### src/rtl/i2sp_pkg.sv
/*
 * Shared constants of the dual audio serial port: word and frame geometry,
 * master bit clock rates and the fractional divider ratios derived from them.
 * Assumes a single 25 MHz system clock.
 */
package i2sp_pkg;

  // system clock
  localparam int unsigned CLK_HZ       = 25_000_000;

  // port count and word geometry
  localparam int unsigned NUM_PORTS    = 2;
  localparam int unsigned WORD_BITS    = 16;
  localparam int unsigned CNT_W        = 6;

  // master frame formats
  localparam int unsigned FRAME_HZ     = 48_000;
  localparam int unsigned FRAME_BITS_A = 32;
  localparam int unsigned FRAME_BITS_B = 50;
  localparam int unsigned BCLK_A_HZ    = FRAME_HZ * FRAME_BITS_A;
  localparam int unsigned BCLK_B_HZ    = FRAME_HZ * FRAME_BITS_B;

  // highest slave bit clock the far master may use
  localparam int unsigned SLAVE_BCLK_MAX_HZ = 3_072_000;

  // fractional divider: toggle enable rate is 2*bclk = CLK_HZ*N/M
  localparam int unsigned DIV_W        = 16;
  localparam int unsigned DIV_SCALE    = 1000;
  localparam int unsigned DIV_M        = CLK_HZ / DIV_SCALE;
  localparam int unsigned DIV_N_A      = 2 * BCLK_A_HZ / DIV_SCALE;
  localparam int unsigned DIV_N_B      = 2 * BCLK_B_HZ / DIV_SCALE;

  // rate select encoding
  localparam logic        RATE_32      = 1'b0;
  localparam logic        RATE_50      = 1'b1;

  // reset values
  localparam logic [WORD_BITS-1:0] WORD_RST = 16'h0000;
  localparam logic [CNT_W-1:0]     CNT_RST  = 6'h00;

endpackage : i2sp_pkg

### src/rtl/i2sp_nm_div.sv
/*
 * Fractional N over M divider: emits a one-cycle enable at an average rate of
 * clk * N / M. Assumes N < M and both held stable while enabled.
 */
`timescale 1ns/10ps
module i2sp_nm_div #(
  parameter int unsigned W = 16
) (
  // clock and reset
  input  wire logic         clk,
  input  wire logic         rst,
  // control
  input  wire logic         en,
  input  wire logic [W-1:0] n,
  input  wire logic [W-1:0] m,
  // enable pulse
  output logic              tick
);

  logic [W:0] acc_r;
  logic [W:0] sum;

  assign sum = acc_r + {1'b0, n};

  // phase accumulator, restarts whenever disabled
  always_ff @(posedge clk or posedge rst) begin
    if (rst) begin
      acc_r <= '0;
      tick  <= 1'b0;
    end else if (!en) begin
      acc_r <= '0;
      tick  <= 1'b0;
    end else if (sum >= {1'b0, m}) begin
      acc_r <= sum - {1'b0, m};
      tick  <= 1'b1;
    end else begin
      acc_r <= sum;
      tick  <= 1'b0;
    end
  end

endmodule : i2sp_nm_div

### src/rtl/i2sp_sync.sv
/*
 * Two flip-flop synchroniser for a group of independent pin levels.
 * Assumes each bit is a slow level relative to the system clock.
 */
`timescale 1ns/10ps
module i2sp_sync #(
  parameter int unsigned W = 3
) (
  // clock and reset
  input  wire logic         clk,
  input  wire logic         rst,
  // levels
  input  wire logic [W-1:0] d,
  output logic      [W-1:0] q
);

  logic [W-1:0] meta_r;

  // first stage feeds only the second
  always_ff @(posedge clk or posedge rst) begin
    if (rst) begin
      meta_r <= '0;
      q      <= '0;
    end else begin
      meta_r <= d;
      q      <= meta_r;
    end
  end

endmodule : i2sp_sync

### src/rtl/i2sp_audio_port.sv
/*
 * Two independent I2S style audio serial ports, each master or slave,
 * 16-bit words, left on word select low, right on word select high.
 * Assumes pins are joined outside from the enables, and that user-side
 * words and mode inputs come from logic on the same clock.
 */
// Behaviour
// - There are two audio serial ports and each one runs independently of the other.
// - Each port is set as master, making bit clock and word select, or as slave taking them.
// - As master the port drives bit clock and word select, as slave it reads them, data out always drives.
// - Each channel word is 16 bits and goes out most significant bit first.
// - The left word's most significant bit follows the frame start by one bit clock as standard I2S.
// - One bit clock after each word select change the next word's top bit appears on a falling edge.
// - The left word goes while word select is low and the right word while it is high.
// - Output data bits change only on the falling edge of bit clock.
// - As master the frame rate is 48 kHz with 32 or 50 bit periods, 1.536 or 2.400 MHz bit clock.
// - As master the bit clock comes from the reference clock through a fractional N over M divider.
`timescale 1ns/10ps
module i2sp_audio_port
  import i2sp_pkg::*;
(
  // clock and reset
  input  wire logic                                clock,
  input  wire logic                                rst,

  // per port mode
  input  wire logic [NUM_PORTS-1:0]                master_en,
  input  wire logic [NUM_PORTS-1:0]                rate_sel,

  // transmit words
  input  wire logic [NUM_PORTS-1:0][WORD_BITS-1:0] tx_left,
  input  wire logic [NUM_PORTS-1:0][WORD_BITS-1:0] tx_right,
  output logic      [NUM_PORTS-1:0]                tx_take,
  output logic      [NUM_PORTS-1:0]                tx_take_right,

  // receive words
  output logic      [NUM_PORTS-1:0][WORD_BITS-1:0] rx_data,
  output logic      [NUM_PORTS-1:0]                rx_valid,
  output logic      [NUM_PORTS-1:0]                rx_right,

  // bit clock pin
  input  wire logic [NUM_PORTS-1:0]                sck_i,
  output logic      [NUM_PORTS-1:0]                sck_o,
  output logic      [NUM_PORTS-1:0]                sck_oe,

  // word select pin
  input  wire logic [NUM_PORTS-1:0]                ws_i,
  output logic      [NUM_PORTS-1:0]                ws_o,
  output logic      [NUM_PORTS-1:0]                ws_oe,

  // data pins
  output logic      [NUM_PORTS-1:0]                sdo,
  input  wire logic [NUM_PORTS-1:0]                sdi
);

  localparam logic [DIV_W-1:0] DIV_M_W   = DIV_W'(DIV_M);
  localparam logic [DIV_W-1:0] DIV_N_A_W = DIV_W'(DIV_N_A);
  localparam logic [DIV_W-1:0] DIV_N_B_W = DIV_W'(DIV_N_B);
  localparam logic [CNT_W-1:0] LAST_A    = CNT_W'(FRAME_BITS_A - 1);
  localparam logic [CNT_W-1:0] LAST_B    = CNT_W'(FRAME_BITS_B - 1);
  localparam logic [CNT_W-1:0] HALF_A    = CNT_W'(FRAME_BITS_A / 2);
  localparam logic [CNT_W-1:0] HALF_B    = CNT_W'(FRAME_BITS_B / 2);
  localparam logic [4:0]       WORD_LEN  = 5'(WORD_BITS);

  // each port is a full copy with no shared state
  for (genvar p = 0; p < NUM_PORTS; p++) begin : g_port

    logic [DIV_W-1:0] div_n;
    logic             div_tick;
    logic [2:0]       pin_s;
    logic             sck_s;
    logic             ws_s;
    logic             sdi_s;

    logic             sck_r;
    logic             ws_r;
    logic [CNT_W-1:0] cnt_r;
    logic [CNT_W-1:0] cnt_nxt;
    logic [CNT_W-1:0] last;
    logic [CNT_W-1:0] half;

    logic             sck_d_r;
    logic             sck_ln;
    logic             ws_ln;
    logic             rise;
    logic             fall;

    logic             ws_smp_r;
    logic             ws_prev_r;
    logic             word_start;

    logic [WORD_BITS-1:0] tx_sh_r;
    logic [4:0]           tx_left_r;
    logic                 sdo_r;

    logic [WORD_BITS-1:0] rx_sh_r;
    logic [4:0]           rx_left_r;
    logic                 rx_chan_r;

    // divider ratio picks 1.536 or 2.400 MHz bit clock
    assign div_n = (rate_sel[p] == RATE_50) ? DIV_N_B_W : DIV_N_A_W;
    assign last  = (rate_sel[p] == RATE_50) ? LAST_B : LAST_A;
    assign half  = (rate_sel[p] == RATE_50) ? HALF_B : HALF_A;

    i2sp_nm_div #(
      .W    (DIV_W)
    ) u_div (
      .clk  (clock),
      .rst  (rst),
      .en   (master_en[p]),
      .n    (div_n),
      .m    (DIV_M_W),
      .tick (div_tick)
    );

    // pins from the far side are asynchronous to us
    i2sp_sync #(
      .W   (3)
    ) u_sync (
      .clk (clock),
      .rst (rst),
      .d   ({sdi[p], ws_i[p], sck_i[p]}),
      .q   (pin_s)
    );

    assign sck_s = pin_s[0];
    assign ws_s  = pin_s[1];
    assign sdi_s = pin_s[2];

    // master bit clock: each divider tick is one half period
    always_ff @(posedge clock or posedge rst) begin
      if (rst) begin
        sck_r <= 1'b0;
      end else if (!master_en[p]) begin
        sck_r <= 1'b0;
      end else if (div_tick) begin
        sck_r <= ~sck_r;
      end
    end

    assign cnt_nxt = (cnt_r >= last) ? CNT_RST : cnt_r + 1'b1;

    // master frame position; word select moves on falling edges
    always_ff @(posedge clock or posedge rst) begin
      if (rst) begin
        cnt_r <= CNT_RST;
        ws_r  <= 1'b0;
      end else if (!master_en[p]) begin
        cnt_r <= CNT_RST;
        ws_r  <= 1'b0;
      end else if (div_tick && sck_r) begin
        cnt_r <= cnt_nxt;
        ws_r  <= (cnt_nxt >= half);
      end
    end

    // edge source follows the mode
    assign sck_ln = master_en[p] ? sck_r : sck_s;
    assign ws_ln  = master_en[p] ? ws_r  : ws_s;

    // slave edges come from the second stage only, via one more flop
    always_ff @(posedge clock or posedge rst) begin
      if (rst) begin
        sck_d_r <= 1'b0;
      end else begin
        sck_d_r <= sck_s;
      end
    end

    assign rise = master_en[p] ? (div_tick & ~sck_r) : (sck_s & ~sck_d_r);
    assign fall = master_en[p] ? (div_tick &  sck_r) : (~sck_s & sck_d_r);

    // word select is taken at rising edges, compared at falling edges
    always_ff @(posedge clock or posedge rst) begin
      if (rst) begin
        ws_smp_r <= 1'b0;
      end else if (rise) begin
        ws_smp_r <= ws_ln;
      end
    end

    always_ff @(posedge clock or posedge rst) begin
      if (rst) begin
        ws_prev_r <= 1'b0;
      end else if (fall) begin
        ws_prev_r <= ws_smp_r;
      end
    end

    // change seen one bit after the select edge starts the next word
    assign word_start = fall & (ws_smp_r != ws_prev_r);

    // transmit shifter, updated on falling edges only
    always_ff @(posedge clock or posedge rst) begin
      if (rst) begin
        tx_sh_r   <= WORD_RST;
        tx_left_r <= 5'h00;
        sdo_r     <= 1'b0;
      end else if (word_start) begin
        if (ws_smp_r) begin
          sdo_r   <= tx_right[p][WORD_BITS-1];
          tx_sh_r <= {tx_right[p][WORD_BITS-2:0], 1'b0};
        end else begin
          sdo_r   <= tx_left[p][WORD_BITS-1];
          tx_sh_r <= {tx_left[p][WORD_BITS-2:0], 1'b0};
        end
        tx_left_r <= WORD_LEN - 1'b1;
      end else if (fall) begin
        if (tx_left_r != 5'h00) begin
          sdo_r     <= tx_sh_r[WORD_BITS-1];
          tx_sh_r   <= {tx_sh_r[WORD_BITS-2:0], 1'b0};
          tx_left_r <= tx_left_r - 1'b1;
        end else begin
          sdo_r     <= 1'b0;
        end
      end
    end

    // take pulse comes one cycle after the word is loaded from the user side
    always_ff @(posedge clock or posedge rst) begin
      if (rst) begin
        tx_take[p]       <= 1'b0;
        tx_take_right[p] <= 1'b0;
      end else begin
        tx_take[p]       <= word_start;
        tx_take_right[p] <= word_start ? ws_smp_r : tx_take_right[p];
      end
    end

    // receive: far side shifts on its falling edge, we sample on rising
    always_ff @(posedge clock or posedge rst) begin
      if (rst) begin
        rx_sh_r   <= WORD_RST;
        rx_left_r <= 5'h00;
        rx_chan_r <= 1'b0;
      end else if (word_start) begin
        rx_left_r <= WORD_LEN;
        rx_chan_r <= ws_smp_r;
      end else if (rise && rx_left_r != 5'h00) begin
        rx_sh_r   <= {rx_sh_r[WORD_BITS-2:0], sdi_s};
        rx_left_r <= rx_left_r - 1'b1;
      end
      // rises with no bits left fall through: padding dropped
    end

    // completed word presented with a one-cycle valid
    always_ff @(posedge clock or posedge rst) begin
      if (rst) begin
        rx_data[p]  <= WORD_RST;
        rx_valid[p] <= 1'b0;
        rx_right[p] <= 1'b0;
      end else if (rise && rx_left_r == 5'h01) begin
        rx_data[p]  <= {rx_sh_r[WORD_BITS-2:0], sdi_s};
        rx_valid[p] <= 1'b1;
        rx_right[p] <= rx_chan_r;
      end else begin
        rx_valid[p] <= 1'b0;
      end
    end

    // pin drive: clock and select only as master, data always
    assign sck_o[p]  = sck_r;
    assign sck_oe[p] = master_en[p];
    assign ws_o[p]   = ws_r;
    assign ws_oe[p]  = master_en[p];
    assign sdo[p]    = sdo_r;

  end

endmodule : i2sp_audio_port

### config.mk
export PLATFORM = sky130hd
export DESIGN_NAME = i2sp_audio_port
export DESIGN_NICKNAME = d
export VERILOG_FILES = /design/src/rtl/i2sp_pkg.sv /design/src/rtl/i2sp_nm_div.sv /design/src/rtl/i2sp_sync.sv /design/src/rtl/i2sp_audio_port.sv
export SDC_FILE = /design/constraint.sdc
export NUM_CORES = 1
export LEC_CHECK = 0
export BUFFER_PORTS_ARGS = -buffer_cell sky130_fd_sc_hd__buf_2
export CORE_MARGIN = 2
export CORE_UTILIZATION = 55
export DETAILED_ROUTE_END_ITERATION = 12
export PLACE_DENSITY = 0.82
export SLEW_MARGIN = 20
export SYNTH_ARGS = -nofsm -noshare
export SYNTH_HDL_FRONTEND = slang
export SYNTH_SLANG_ARGS = --single-unit
### constraint.sdc
create_clock -name clock -period 5.9 [get_ports clock]
set_input_delay 0.295 -clock clock [delete_from_list [all_inputs] [get_ports clock]]
set_output_delay 0.295 -clock clock [all_outputs]
set_load 0.05 [all_outputs]
==> metrics list <==
- The longest clock path from root to sink contains 2 buffers.
- Data on the critical path is required at its endpoint by 6.23 ns.
- Hold/Removal Path Class: in -> async
* Number of placement rows: 48
* Layout area overhead: 13.27%
- Highest Clock Rate: 0.3395 GHz
- Count of clock tree sinks: 186
* Most used flip-flop cell after synthesis: dfrtp_1
- CTS built an H-tree with a depth of 4.
- Entering global routing, the biggest net connects 108 pins.
- Unrepaired setup endpoints after global routing: no
- Critical path start-end classification: reg -> reg
* Count of synthesis-stage warnings from yosys: 0
- Area contributors post-synth: dfrtp_1 (47%), nand2_1 (7.7%), ha_1 (4.8%)
- TritonCTS created 17 clock buffers.
* Startpoint class of the critical path: register
- Transition at the pin with the smallest max-transition slack: 0.9709 ns
- In this run, the clock network consumes 23.2% of the power.
* DRT Pass-1 Iters: 5
* Share of synthesized flip-flops with an asynchronous set or reset: 100.0%
* Yosys top cell area share: 47.15%
- On the worst path, the slowest cell contributes a delay of 0.48 ns.
- Count of different cell masters after synthesis: 77
* Number of I/O port buffers: 125
- Registers are responsible for 38.8% of the overall power.
* Highest net fanout along the worst path: 4
- Run status: finished clean
- The first routing iteration left 466 violations.
- Number of design rule violations left after detail routing: 0
- Final #Nets: 1,245
* Number of global-route vias before repair: 7,227
- Leading cell types in the layout, fill and taps excluded: nand2_1 (202), dfrtp_1 (186), buf_2 (125), nor2_1 (57), a21oi_1 (57)
* Final period demand of the worst path: 2.946 ns
- Once detailed placement completed, the half-perimeter wirelength came to 14,140 microns.
- In the final routed layout, each cell accounts on average for 15.15 microns.
- Endpoint kind of the worst setup timing path: register
- Internal power: 2.983 mW
- Yosys mapped a number of flops with a built-in enable equal to 0.
* Cell count after synthesis: 1,031
- Sw Pwr: 1.994 mW
- Clock-pin slew was measured on the worst setup and hold paths at 0.08 ns.
* Sequential element share of the synthesized area: 47.15%
- In this run the clock root is driven by a clkbuf_16.
- CTS tree: done
* Final Wtd Congestion: 0.8532
* IO Pins: 126
* Biggest area consumer among synthesized cells: dfrtp_1
- Total Power: 4.977 mW
- In this run the remaining antenna-violating nets after routing total 0.
- The floorplan step set the die height to 138.0 microns.
- In the routed layout, each cell is associated on average with a via count of 5.642.
- Number of antenna violations at the first check in global routing: 2
- After the flow finishes, the layout carries non-filler instances totaling 1,369.
- The number of pins with negative max-slew slack in the final report is 0.
- For this block, the routed nets add up to 20,740 microns of wire.
* Max-Cap Viols: 0
- Die area: 19,040 sq um
- Width of the die: 138.0 microns
* Register bit total from synthesis: 186
- The routed layout has 7,724 vias.
- Summed instance area of the synthesized netlist: 9872 sq um
- Number of endpoints with negative hold slack in the final report: 0
* Arrival time reported for the critical path endpoint: 3.27 ns
- Starting density of the core: 56.68%
- Per report_power, the combinational group accounts for 37.9% of the total.
* Finish-stage setup viols: 0
* IR drop worst, VDD: 280.8 uV
- Nets in the synthesized netlist: 1,147
- Critical path, cell by cell: ha_1, fa_1, a31oi_1, xor2_1, o211ai_1, nor3b_1, nor2_1, a32o_1, a211oi_1
- Total Negative Setup Slacks: 0 ns
- Number of placed instances with taps included: 1,329
- Net switching is 40.07% of the power.
- Syn Area/Cell: 9.575 sq um
* Global-route wire length before repair: 34,140 microns
* Headroom to the max-slew limit: 35.28%
* Portion of the clock cycle consumed by the worst path in the final layout: 49.93%
* Post-route clock skew: 0.01293 ns
- Grt total ovfl: 0
- Summed over all cells, the static leakage comes to 5.438 nW.
* Clock insertion delay at the later pin of the skew report: 0.43 ns
* Number of filler instances in the final layout: 1,381
- Overall fraction of global-route tracks in use: 22.30%
- Core Box Area: 17,420 sq um
- Share of cells above drive strength 1: 20.23%
* Crit-path slowest cell: nor3b_1
- Leaving out fill and tap cells, the most frequent cell in the layout is nand2_1.
* Total power density per cell area: 445.1 nW/um^2
* CTS-repair resized insts: 0
-- cell usage after synthesis (5+ instances only) --
master    number
nor3_1        15
and2_1        12
dfrtp_1      186
mux2i_1        7
o22ai_1       11
nand2_1      202
nand3_1       31
nor2b_1       22
a31oi_1       25
a21o_1        17
nand3b_1       5
buf_4         13
o21ai_0       35
xnor2_1       18
a21oi_1       57
nand4_1        6
ha_1          38
and3_1         8
xor2_1        15
o21a_1         6
mux2_2        42
or2_2          5
inv_1         31
nor2_1        57
nand2b_1       8
clkbuf_1      33
or3_1         14
a211oi_1      27
-- state kept, by name, indices dropped and copies added, names as in the netlist, 6 cells and up --
| name | flops |
|---|---|
| g_port.u_sync.meta_r | 6 |
| g_port.u_div.acc_r | 28 |
| g_port.rx_sh_r | 30 |
| g_port.tx_sh_r | 30 |
| rx_data | 32 |
| g_port.cnt_r | 12 |
| g_port.u_sync.q | 6 |
| g_port.tx_left_r | 10 |
| g_port.rx_left_r | 10 |
-- per-stage QoR --
stage	setup WS, ns	utilization, %	cell area, sq um	hold slack [ns]
after floorplan	0.5479	-	9872	0.3264
after global placement	2.942	60.38	10520	0.3324
after detailed placement	2.864	60.38	10520	0.3347
after CTS	2.984	64.17	11180	0.02722
after global routing	2.634	64.20	11180	0.06537
final	2.954	64.20	11180	0.002321
-- layout make-up --
cell class	count	area (sq um)	area share (%)
flip-flops and latches	186	4654	41.62
clock buffers	17	425.4	3.804
diodes	2	5.005	0.04476
multi-input cells	756	4793	42.87
inverters	33	131.4	1.175
repair buffers	135	715.7	6.400
clock inverters	15	175.2	1.567
well taps	225	281.5	2.518
-- critical path: cells and delay by family, from the launching register on --
| family | cells | cell delay (ns) |
|---|---|---|
| AO/OA/AOI/OAI | 4 | 0.90 |
| adder cells (fa/ha/maj) | 2 | 0.68 |
| AND/OR/NAND/NOR | 2 | 0.57 |
| XOR/XNOR | 1 | 0.32 |
| flip-flops | 1 | 0.37 |
-- cells by family after synthesis --
group,after synthesis,share of synthesized area (%)
compound gates,220,14.84
simple gates,412,19.73
buf+inv,89,4.296
flops,186,47.15
xor+xnor,35,3.257
fa+ha+maj,40,5.222
mux,49,5.501
-- power groups by stage --
stage / Sequential, mW / Clock (mW) / Combinational (mW)
after floorplan: 1.97 / 0 / 1.47
after global placement: 1.93 / 0 / 1.80
after detailed placement: 1.94 / 0 / 1.85
after CTS: 1.93 / 1.17 / 1.89
after global routing: 1.99 / 1.22 / 2.10
final: 1.93 / 1.16 / 1.89
-- routing by layer --
metal  global-route usage [%]  share of wire (%)
met1                    30.24                 46
met2                    36.33                 48
met3                    4.203                4.1
met4                    7.370                2.2
met5                        0                  0
-- final timing paths --
kind / startpoint / to / slack (ns) / depth (start not counted)
worst max-delay path: g_port[0].u_div.acc_r[6] / g_port[0].u_div.acc_r[15] / 2.95 / 9
worst min register to register: g_port[1].u_sync.meta_r[0] / g_port[1].u_sync.q[0] / 0.35 / 0
worst min-delay path: rst / g_port[1].tx_sh_r[3] / 0.002 / 2
min in group clock: tx_left[0] / g_port[0].tx_sh_r[1] / 0.14 / 3
worst max register to register: g_port[0].u_div.acc_r[6] / g_port[0].u_div.acc_r[15] / 2.95 / 9
max in group asynchronous: rst / g_port[0].rx_sh_r[6] / 4.45 / 3
-- what timing repair did --
item,CTS,global route
hold buffers,6,0
setup buffers,0,0
endpoints found under the hold margin,6,0
Note: power is estimated with default switching activity, not from simulation.
